File: src/hdl/eoc_pkg.sv
// constants, register map and types of the external oscillator control block
package eoc_pkg;

	// register indices; byte address on the bus is four times the index
	localparam logic [9:0] EOC_IDX_FINE_TRIM   = 10'h0B0;
	localparam logic [9:0] EOC_IDX_EXT_OSC     = 10'h0B1;
	localparam logic [9:0] EOC_IDX_CLK_SEL     = 10'h0B4;
	localparam logic [9:0] EOC_IDX_IRQ_STATUS  = 10'h0B5;
	localparam logic [9:0] EOC_IDX_IRQ_MASK    = 10'h0B6;

	// fine trim register
	localparam int         EOC_TRIM_W          = 6;
	localparam logic [5:0] EOC_TRIM_MAX        = 6'h27;

	// external oscillator control register fields
	localparam int         EOC_XC_VALID_BIT    = 7;
	localparam int         EOC_XC_MODE_LSB     = 4;
	localparam int         EOC_XC_RSVD_BIT     = 3;
	localparam int         EOC_XC_FREQ_LSB     = 0;
	localparam logic [2:0] EOC_MODE_RESET      = 3'h0;
	localparam logic [2:0] EOC_FREQ_RESET      = 3'h0;

	// external mode encodings
	localparam logic [2:0] EOC_MODE_CMOS       = 3'h2;
	localparam logic [2:0] EOC_MODE_CMOS_DIV2  = 3'h3;
	localparam logic [2:0] EOC_MODE_RC         = 3'h4;
	localparam logic [2:0] EOC_MODE_CAP        = 3'h5;
	localparam logic [2:0] EOC_MODE_XTAL       = 3'h6;
	localparam logic [2:0] EOC_MODE_XTAL_DIV2  = 3'h7;

	// clock select register
	localparam int         EOC_CS_SEL_BIT      = 0;
	localparam logic       EOC_CS_RESET        = 1'b0;

	// interrupt status and mask layout
	localparam int         EOC_IRQ_W           = 4;
	localparam int         EOC_EV_XTAL_VALID   = 0;
	localparam int         EOC_EV_XTAL_LOST    = 1;
	localparam int         EOC_EV_TRIM_RANGE   = 2;
	localparam int         EOC_EV_SEL_REFUSED  = 3;
	localparam logic [3:0] EOC_IRQ_RESET       = 4'h0;

	// external clock division toward timers and counter array
	localparam logic [3:0] EOC_DIV_LAST        = 4'h7;
	localparam logic [3:0] EOC_DIV_LAST_HALF   = 4'hF;

	// crystal start-up tracker, gray coded along off, wait, valid
	typedef enum logic [1:0] {
		EOC_XST_OFF   = 2'b00,
		EOC_XST_WAIT  = 2'b01,
		EOC_XST_VALID = 2'b11
	} eoc_xst_type;

endpackage

File: src/hdl/eoc_ext_osc_ctrl.sv
// external oscillator control with fine trim and clock select registers
//
// Contract
// - fine trim upper two bits read zero
// - fine trim loads factory value at reset
// - mode field selects off, cmos, rc, cap, crystal
// - bit 7 reads crystal valid, read only
// - bit 3 reserved, reads zero, write zero
// - external clock divided by eight for timers
// - divided clock synchronised, half cycle jitter
// - crystal claims both pins, others output pin
// - clock select: 0 internal, 1 external
//
// Local design decision: the Wishbone register port.
`timescale 1ns/10ps
`default_nettype none

module eoc_ext_osc_ctrl (
	input  wire logic                          I_CLOCK,
	input  wire logic                          I_SYS_RST,
	input  wire logic                          I_WB_CYC,
	input  wire logic                          I_WB_STB,
	input  wire logic                          I_WB_WE,
	input  wire logic [11:0]                   I_WB_ADR,
	input  wire logic [31:0]                   I_WB_DAT,
	input  wire logic [3:0]                    I_WB_SEL,
	output var  logic [31:0]                   O_WB_DAT,
	output var  logic                          O_WB_ACK,
	input  wire logic [eoc_pkg::EOC_TRIM_W-1:0] I_FACTORY_TRIM,
	input  wire logic                          I_EXT_OSC_CLK,
	input  wire logic                          I_XTAL_AMP_OK,
	output var  logic [eoc_pkg::EOC_TRIM_W-1:0] O_FINE_TRIM,
	output var  logic [2:0]                    O_EXT_OSC_MODE_SEL,
	output var  logic [2:0]                    O_EXT_OSC_FREQ_CTRL,
	output var  logic                          O_OSC_ENABLE,
	output var  logic                          O_OSC_CMOS,
	output var  logic                          O_OSC_RC,
	output var  logic                          O_OSC_CAP,
	output var  logic                          O_OSC_XTAL,
	output var  logic                          O_OSC_HALF,
	output var  logic                          O_OSC_IN_PIN_CLAIM,
	output var  logic                          O_OSC_OUT_PIN_CLAIM,
	output var  logic                          O_CRYSTAL_VALID_FLAG,
	output var  logic                          O_SYSCLK_SOURCE_SEL,
	output var  logic                          O_EXT_DIV8_TICK,
	output var  logic                          O_IRQ
);
	import eoc_pkg::*;

	// bus request decode
	logic                  req;
	logic                  wr_fire;
	logic                  lane0;
	logic [9:0]            idx;
	logic                  hit_trim;
	logic                  hit_xc;
	logic                  hit_cs;
	logic                  hit_sts;
	logic                  hit_msk;

	// register state
	logic                  ack_q;
	logic [31:0]           rd_q;
	logic [EOC_TRIM_W-1:0] trim_q;
	logic [2:0]            mode_q;
	logic [2:0]            freq_q;
	logic                  sel_q;
	logic [EOC_IRQ_W-1:0]  sts_q;
	logic [EOC_IRQ_W-1:0]  msk_q;
	logic [EOC_IRQ_W-1:0]  ev;
	logic                  irq_q;

	// synchronisers and clock division
	logic [2:0]            clk_sync_q;
	logic [2:0]            amp_sync_q;
	logic                  ext_rise;
	logic                  amp_ok;
	logic [3:0]            div_cnt_q;
	logic [3:0]            div_last;
	logic                  tick_q;

	// crystal tracker
	eoc_xst_type           xst_q;
	eoc_xst_type           xst_d;
	logic                  xtal_mode;
	logic                  osc_on;
	logic                  ext_ready;
	logic                  sel_req;
	logic                  valid_q;

	// decoded mode outputs
	logic                  en_q;
	logic                  cmos_q;
	logic                  rc_q;
	logic                  cap_q;
	logic                  xtal_q;
	logic                  half_q;
	logic                  pin_in_q;
	logic                  pin_out_q;

	assign req      = I_WB_CYC & I_WB_STB;
	// writes land on the edge where the master samples ack
	assign wr_fire  = req & I_WB_WE & ack_q;
	assign lane0    = I_WB_SEL[0];
	assign idx      = I_WB_ADR[11:2];
	assign hit_trim = (idx == EOC_IDX_FINE_TRIM);
	assign hit_xc   = (idx == EOC_IDX_EXT_OSC);
	assign hit_cs   = (idx == EOC_IDX_CLK_SEL);
	assign hit_sts  = (idx == EOC_IDX_IRQ_STATUS);
	assign hit_msk  = (idx == EOC_IDX_IRQ_MASK);

	assign xtal_mode = mode_q[2] & mode_q[1];
	assign osc_on    = (mode_q[2:1] != 2'b00);
	// an enabled non-crystal source counts as settled at once, a crystal only once it reads valid
	assign ext_ready = osc_on & (~xtal_mode | valid_q);
	assign sel_req   = I_WB_DAT[EOC_CS_SEL_BIT];

	// single-cycle ack; unmapped indices answer with zero data
	always_ff @(posedge I_CLOCK) begin
		if (I_SYS_RST) begin
			ack_q <= 1'b0;
		end else begin
			ack_q <= req & ~ack_q;
		end
	end

	always_ff @(posedge I_CLOCK) begin
		if (I_SYS_RST) begin
			rd_q <= 32'h0000_0000;
		end else if (req & ~ack_q) begin
			rd_q <= 32'h0000_0000;
			if (hit_trim) begin
				rd_q[EOC_TRIM_W-1:0] <= trim_q;
			end
			if (hit_xc) begin
				rd_q[EOC_XC_VALID_BIT]             <= valid_q;
				rd_q[EOC_XC_MODE_LSB+:3]           <= mode_q;
				rd_q[EOC_XC_RSVD_BIT]              <= 1'b0;
				rd_q[EOC_XC_FREQ_LSB+:3]           <= freq_q;
			end
			if (hit_cs) begin
				rd_q[EOC_CS_SEL_BIT] <= sel_q;
			end
			if (hit_sts) begin
				rd_q[EOC_IRQ_W-1:0] <= sts_q;
			end
			if (hit_msk) begin
				rd_q[EOC_IRQ_W-1:0] <= msk_q;
			end
		end
	end

	// the trim loads the factory calibration, never a fixed constant
	always_ff @(posedge I_CLOCK) begin
		if (I_SYS_RST) begin
			trim_q <= I_FACTORY_TRIM;
		end else if (wr_fire & lane0 & hit_trim) begin
			trim_q <= I_WB_DAT[EOC_TRIM_W-1:0];
		end
	end

	// reserved bit 3 and valid bit 7 are not stored; frequency code is
	// kept as written, its meaning depends on the mode
	always_ff @(posedge I_CLOCK) begin
		if (I_SYS_RST) begin
			mode_q <= EOC_MODE_RESET;
			freq_q <= EOC_FREQ_RESET;
		end else if (wr_fire & lane0 & hit_xc) begin
			mode_q <= I_WB_DAT[EOC_XC_MODE_LSB+:3];
			freq_q <= I_WB_DAT[EOC_XC_FREQ_LSB+:3];
		end
	end

	// a switch to an unsettled external source is refused, and the select
	// falls back to internal when the oscillator is turned off, not when a crystal loses valid
	always_ff @(posedge I_CLOCK) begin
		if (I_SYS_RST) begin
			sel_q <= EOC_CS_RESET;
		end else if (wr_fire & lane0 & hit_cs) begin
			if (~sel_req | ext_ready) begin
				sel_q <= sel_req;
			end
		end else if (sel_q & ~osc_on) begin
			sel_q <= 1'b0;
		end
	end

	// three-stage synchronisers; only stages two and three are compared
	always_ff @(posedge I_CLOCK) begin
		if (I_SYS_RST) begin
			clk_sync_q <= 3'h0;
			amp_sync_q <= 3'h0;
		end else begin
			clk_sync_q <= {clk_sync_q[1:0], I_EXT_OSC_CLK};
			amp_sync_q <= {amp_sync_q[1:0], I_XTAL_AMP_OK};
		end
	end

	assign ext_rise = clk_sync_q[1] & ~clk_sync_q[2];
	assign amp_ok   = amp_sync_q[1] & amp_sync_q[2];
	// the divide-by-two stage doubles the edge count per tick
	assign div_last = half_q ? EOC_DIV_LAST_HALF : EOC_DIV_LAST;

	// edges are counted in the system domain, so the external clock
	// must run at less than half the system clock
	always_ff @(posedge I_CLOCK) begin
		if (I_SYS_RST) begin
			div_cnt_q <= 4'h0;
			tick_q    <= 1'b0;
		end else if (~en_q) begin
			div_cnt_q <= 4'h0;
			tick_q    <= 1'b0;
		end else begin
			tick_q <= 1'b0;
			if (ext_rise) begin
				if (div_cnt_q == div_last) begin
					div_cnt_q <= 4'h0;
					tick_q    <= 1'b1;
				end else begin
					div_cnt_q <= div_cnt_q + 4'h1;
				end
			end
		end
	end

	always_comb begin
		xst_d = xst_q;
		unique case (xst_q)
			EOC_XST_OFF: begin
				if (xtal_mode) begin
					xst_d = EOC_XST_WAIT;
				end
			end
			EOC_XST_WAIT: begin
				if (~xtal_mode) begin
					xst_d = EOC_XST_OFF;
				end else if (amp_ok) begin
					xst_d = EOC_XST_VALID;
				end
			end
			EOC_XST_VALID: begin
				if (~xtal_mode) begin
					xst_d = EOC_XST_OFF;
				end else if (~amp_ok) begin
					xst_d = EOC_XST_WAIT;
				end
			end
			default: begin
				xst_d = EOC_XST_OFF;
			end
		endcase
	end

	always_ff @(posedge I_CLOCK) begin
		if (I_SYS_RST) begin
			xst_q   <= EOC_XST_OFF;
			valid_q <= 1'b0;
		end else begin
			xst_q   <= xst_d;
			valid_q <= (xst_d == EOC_XST_VALID);
		end
	end

	// events: valid rise, valid loss, out-of-range trim, refused switch
	always_comb begin
		ev = '0;
		ev[EOC_EV_XTAL_VALID]  = (xst_d == EOC_XST_VALID) & ~valid_q;
		ev[EOC_EV_XTAL_LOST]   = (xst_q == EOC_XST_VALID) &
			(xst_d == EOC_XST_WAIT);
		ev[EOC_EV_TRIM_RANGE]  = wr_fire & lane0 & hit_trim &
			(I_WB_DAT[EOC_TRIM_W-1:0] > EOC_TRIM_MAX);
		ev[EOC_EV_SEL_REFUSED] = wr_fire & lane0 & hit_cs & sel_req &
			~ext_ready;
	end

	// write one to clear; a new event in the same cycle wins
	always_ff @(posedge I_CLOCK) begin
		if (I_SYS_RST) begin
			sts_q <= EOC_IRQ_RESET;
		end else if (wr_fire & lane0 & hit_sts) begin
			sts_q <= (sts_q & ~I_WB_DAT[EOC_IRQ_W-1:0]) | ev;
		end else begin
			sts_q <= sts_q | ev;
		end
	end

	always_ff @(posedge I_CLOCK) begin
		if (I_SYS_RST) begin
			msk_q <= EOC_IRQ_RESET;
		end else if (wr_fire & lane0 & hit_msk) begin
			msk_q <= I_WB_DAT[EOC_IRQ_W-1:0];
		end
	end

	always_ff @(posedge I_CLOCK) begin
		if (I_SYS_RST) begin
			irq_q <= 1'b0;
		end else begin
			irq_q <= |(sts_q & msk_q);
		end
	end

	// decoded drive-circuit controls and pin ownership
	always_ff @(posedge I_CLOCK) begin
		if (I_SYS_RST) begin
			en_q      <= 1'b0;
			cmos_q    <= 1'b0;
			rc_q      <= 1'b0;
			cap_q     <= 1'b0;
			xtal_q    <= 1'b0;
			half_q    <= 1'b0;
			pin_in_q  <= 1'b0;
			pin_out_q <= 1'b0;
		end else begin
			en_q      <= osc_on;
			cmos_q    <= (mode_q == EOC_MODE_CMOS) |
				(mode_q == EOC_MODE_CMOS_DIV2);
			rc_q      <= (mode_q == EOC_MODE_RC);
			cap_q     <= (mode_q == EOC_MODE_CAP);
			xtal_q    <= (mode_q == EOC_MODE_XTAL) |
				(mode_q == EOC_MODE_XTAL_DIV2);
			half_q    <= (mode_q == EOC_MODE_CMOS_DIV2) |
				(mode_q == EOC_MODE_XTAL_DIV2);
			pin_in_q  <= xtal_mode;
			pin_out_q <= osc_on;
		end
	end

	assign O_WB_ACK             = ack_q;
	assign O_WB_DAT             = rd_q;
	assign O_FINE_TRIM          = trim_q;
	assign O_EXT_OSC_MODE_SEL   = mode_q;
	assign O_EXT_OSC_FREQ_CTRL  = freq_q;
	assign O_OSC_ENABLE         = en_q;
	assign O_OSC_CMOS           = cmos_q;
	assign O_OSC_RC             = rc_q;
	assign O_OSC_CAP            = cap_q;
	assign O_OSC_XTAL           = xtal_q;
	assign O_OSC_HALF           = half_q;
	assign O_OSC_IN_PIN_CLAIM   = pin_in_q;
	assign O_OSC_OUT_PIN_CLAIM  = pin_out_q;
	assign O_CRYSTAL_VALID_FLAG = valid_q;
	assign O_SYSCLK_SOURCE_SEL  = sel_q;
	assign O_EXT_DIV8_TICK      = tick_q;
	assign O_IRQ                = irq_q;

endmodule // eoc_ext_osc_ctrl

`default_nettype wire

File: config.mk
export PLATFORM = sky130hd
export DESIGN_NAME = eoc_ext_osc_ctrl
export DESIGN_NICKNAME = d
export VERILOG_FILES = /design/src/hdl/eoc_pkg.sv /design/src/hdl/eoc_ext_osc_ctrl.sv
export SDC_FILE = /design/constraint.sdc
export NUM_CORES = 1
export LEC_CHECK = 0
export ABC_AREA = 1
export BUFFER_PORTS_ARGS = -buffer_cell sky130_fd_sc_hd__buf_2
export CORE_MARGIN = 1
export CORE_UTILIZATION = 47
export CTS_CLUSTER_SIZE = 24
export DETAILED_ROUTE_END_ITERATION = 10
export PLACE_DENSITY = 0.84
export SLEW_MARGIN = 20
export SYNTH_ARGS = -nofsm -noshare
export SYNTH_HDL_FRONTEND = slang
export SYNTH_SLANG_ARGS = --single-unit
File: constraint.sdc
create_clock -name I_CLOCK -period 1.7 [get_ports I_CLOCK]
set_input_delay 0.34 -clock I_CLOCK [delete_from_list [all_inputs] [get_ports I_CLOCK]]
set_output_delay 0.34 -clock I_CLOCK [all_outputs]
set_load 0.05 [all_outputs]
==> results.yml <==
outcome:
  outcome: "finished, final reports clean"
clocking:
  cts_hold_buffers: 0
  root_buffer: "clkbuf_8"
  cts_tree: "built"
  cts_sinks: 52
  clk-insertion-delay-late_ns: 0.31
  path_clk_slew_ns: 0.09
  clk_path_buf_depth: 2
  htreeDepth: 2
  post_cts_resize_count: 0
  cts_buffers: 5
  postCtsSetupRepairBufs: 0
yosys:
  mappedNetlistArea_um2: 2550
  ys_ff_latch: 52
  synth.area.top_cells: "dfxtp_1 (36%), buf_4 (7.7%), edfxtp_1 (7.1%)"
  seq_area_frac_synth_pct: 43.2
  synth_area_leader_cell: "dfxtp_1"
  synth_cell_types: 38
  syn_area_per_cell_um2: 8.20
  ys_warn_count: 0
  synthesis.instances: 311
  synth_top_area_share_pct: 36.1
worst_setup_path:
  endpoint: "O_EXT_OSC_MODE_SEL[1]"
  critPathCaptureType: "primary output"
  crit_chain: "buf_2"
  r2r_cells: 4
  critical_path.startpoint_type: "register"
  cpMaxStageDelayCell: "dfxtp_1"
  arrival_ns: 1.09
  critPathTopFamily: "flip-flops"
  crit_start: "O_EXT_OSC_MODE_SEL[1]"
  r2r_slack_ns: 0.33
  cp.depth: 1
  worstPathRequired_ns: 1.36
  cp_max_fo: 7
  slowest_delay_ns: 0.46
  r2r_start: "O_WB_ACK"
  path_class: "register to primary output"
  r2r-end: "O_FINE_TRIM[0]"
  crit_buf_inv: 1
worst_hold_path:
  hp-class: "input pin to register"
cells_and_area:
  nFillCells: 468
  fin_cells: 449
  multi_input_area_um2: 1150
  drive_above_1_share_pct: 30.6
  final_area_um2: 2960
  register_area_um2: 1100
  nets: 440
  fin_util_pct: 57.3
  area_growth_pct: 16.2
  antennaDiodeCount: 0
drt:
  wl_per_cell_um: 12.0
  drtIter0Drc: 119
  drc: 0
  dr_total_vias: 2124
  first_pass_iters: 4
  antenna_left: 0
  via_per_inst: 4.73
  wirelength_um: 5390
timing:
  fin_tns_setup_ns: 0
  hold_ws_ns: 0.221
  rsz0062_at_grt: "false"
  clock-skew-final_ns: 0.00236
  hold_violations: 0
  fin_crit_ns: 1.43
  fmax_mhz: 700
  finalMaxSlewViolations: 0
  fin_crit_sh_pct: 84.0
  setup_viol: 0
global_route:
  grt_pass1_vias: 1941
  antenna_found_initial: 0
  grt_max_degree: 23
  track_usage_pct: 20.0
  grt_overflow_total: 0
  grt_pass1_wl_um: 8480
power_and_ir_drop:
  peakVddDrop_v: 0.000512
  power_density_nw_per_um2: 833
  p_leak_nw: 1.43
placed_design:
  portBuffers: 63
  placed_area_um2: 2860
  gp_congestion: 0.825
  dp_hpwl_um: 4260
  dp_cells: 441
floorplanning:
  fp.dieH_um: 75.6
  dieArea_um2: 5720
  start_util_pct: 49.3
  io-pin-count: 118
  coreArea_um2: 5170
  chipWidth_um: 75.6
  rows: 26
job:
  cap_violations: 0
## state kept, by name, summed over array words and instances (netlist names), 2 cells and up
register,flops
msk_q,4
div_cnt_q,4
O_EXT_OSC_FREQ_CTRL,3
amp_sync_q,3
O_WB_DAT,8
O_EXT_OSC_MODE_SEL,3
xst_q,2
O_FINE_TRIM,6
clk_sync_q,3
sts_q,4
## cells in the final DEF (no fill, tap or decap), types with 2 or more instances in the layout
cell / instances
o21ai_1: 6
nand2_4: 4
nor2_4: 6
dfxtp_1: 46
nand2_1: 44
nor2_2: 5
inv_2: 5
nand4_1: 5
xnor2_1: 2
conb_1: 24
o211ai_1: 4
buf_2: 63
o21ai_0: 17
a21oi_1: 16
nand3_1: 10
nor2_1: 31
nor2_8: 3
a41oi_1: 2
edfxtp_1: 6
clkbuf_8: 5
nand2_2: 5
nor4_1: 2
buf_4: 5
a21oi_2: 5
nor3_1: 4
o21ai_2: 3
inv_1: 37
## cells by family after synthesis
| family | after synthesis | share of synthesized area [%] |
|---|---|---|
| flops | 52 | 43.2 |
| other cells | 1 | 0.147 |
| buf+inv | 75 | 15.2 |
| fa+ha+maj | 1 | 0.491 |
| compound gates | 56 | 13.4 |
| xor+xnor | 3 | 1.03 |
| simple gates | 123 | 26.6 |
## layout make-up
cell class              instances  area share [%]
multi-input cells             207            38.7
well taps                      70            2.96
inverters                      44            5.83
clock buffers                   7            3.29
clock inverters                 1           0.169
repair buffers                 68            11.9
flip-flops and latches         52            37.2
## per-stage QoR
step	power (W)	worst slack [ns]
2_1_floorplan	0.00165	0.0874
3_3_place_gp	0.00170	0.134
3_5_place_dp	0.00171	0.0887
4_1_cts	0.00247	0.270
5_1_grt	0.00255	0.209
6_report	0.00247	0.271
## where the power goes
group          switching [W]  total (W)  internal, W
combinational       0.000314   0.000392    0.0000777
sequential         0.0000142    0.00129      0.00127
clock               0.000412   0.000790     0.000378
total               0.000740    0.00247      0.00173
## Yosys cell counts, drive strengths merged
library cell / number
nand2: 53
dfxtp: 46
nor2: 45
inv: 43
buf: 27
o21ai: 26
a21oi: 21
nand3: 10
edfxtp: 6
nand4: 6
nor3: 5
o211ai: 5
clkbuf: 4
a41oi: 2
nor4: 2
xnor2: 2
a22oi: 1
clkinv: 1
conb: 1
ha: 1
nand3b: 1
nor3b: 1
o21a: 1
xor2: 1
## routing by layer
layer	wire length (µm)	GRT usage, %
met1	2270	23.2
met2	2710	35.1
met3	304	5.56
met4	108	7.61
met5	0	0
## worst min path at each step
stage | start | cells past startpoint | end
after detailed placement | amp_sync_q[0] | 2 | amp_sync_q[1]
after global placement | clk_sync_q[0] | 2 | clk_sync_q[1]
after floorplan | amp_sync_q[0] | 2 | amp_sync_q[1]
after global routing | I_EXT_OSC_CLK | 3 | clk_sync_q[0]
after CTS | I_XTAL_AMP_OK | 3 | amp_sync_q[0]
final | I_XTAL_AMP_OK | 3 | amp_sync_q[0]
Power figures use the tool's default switching activity.
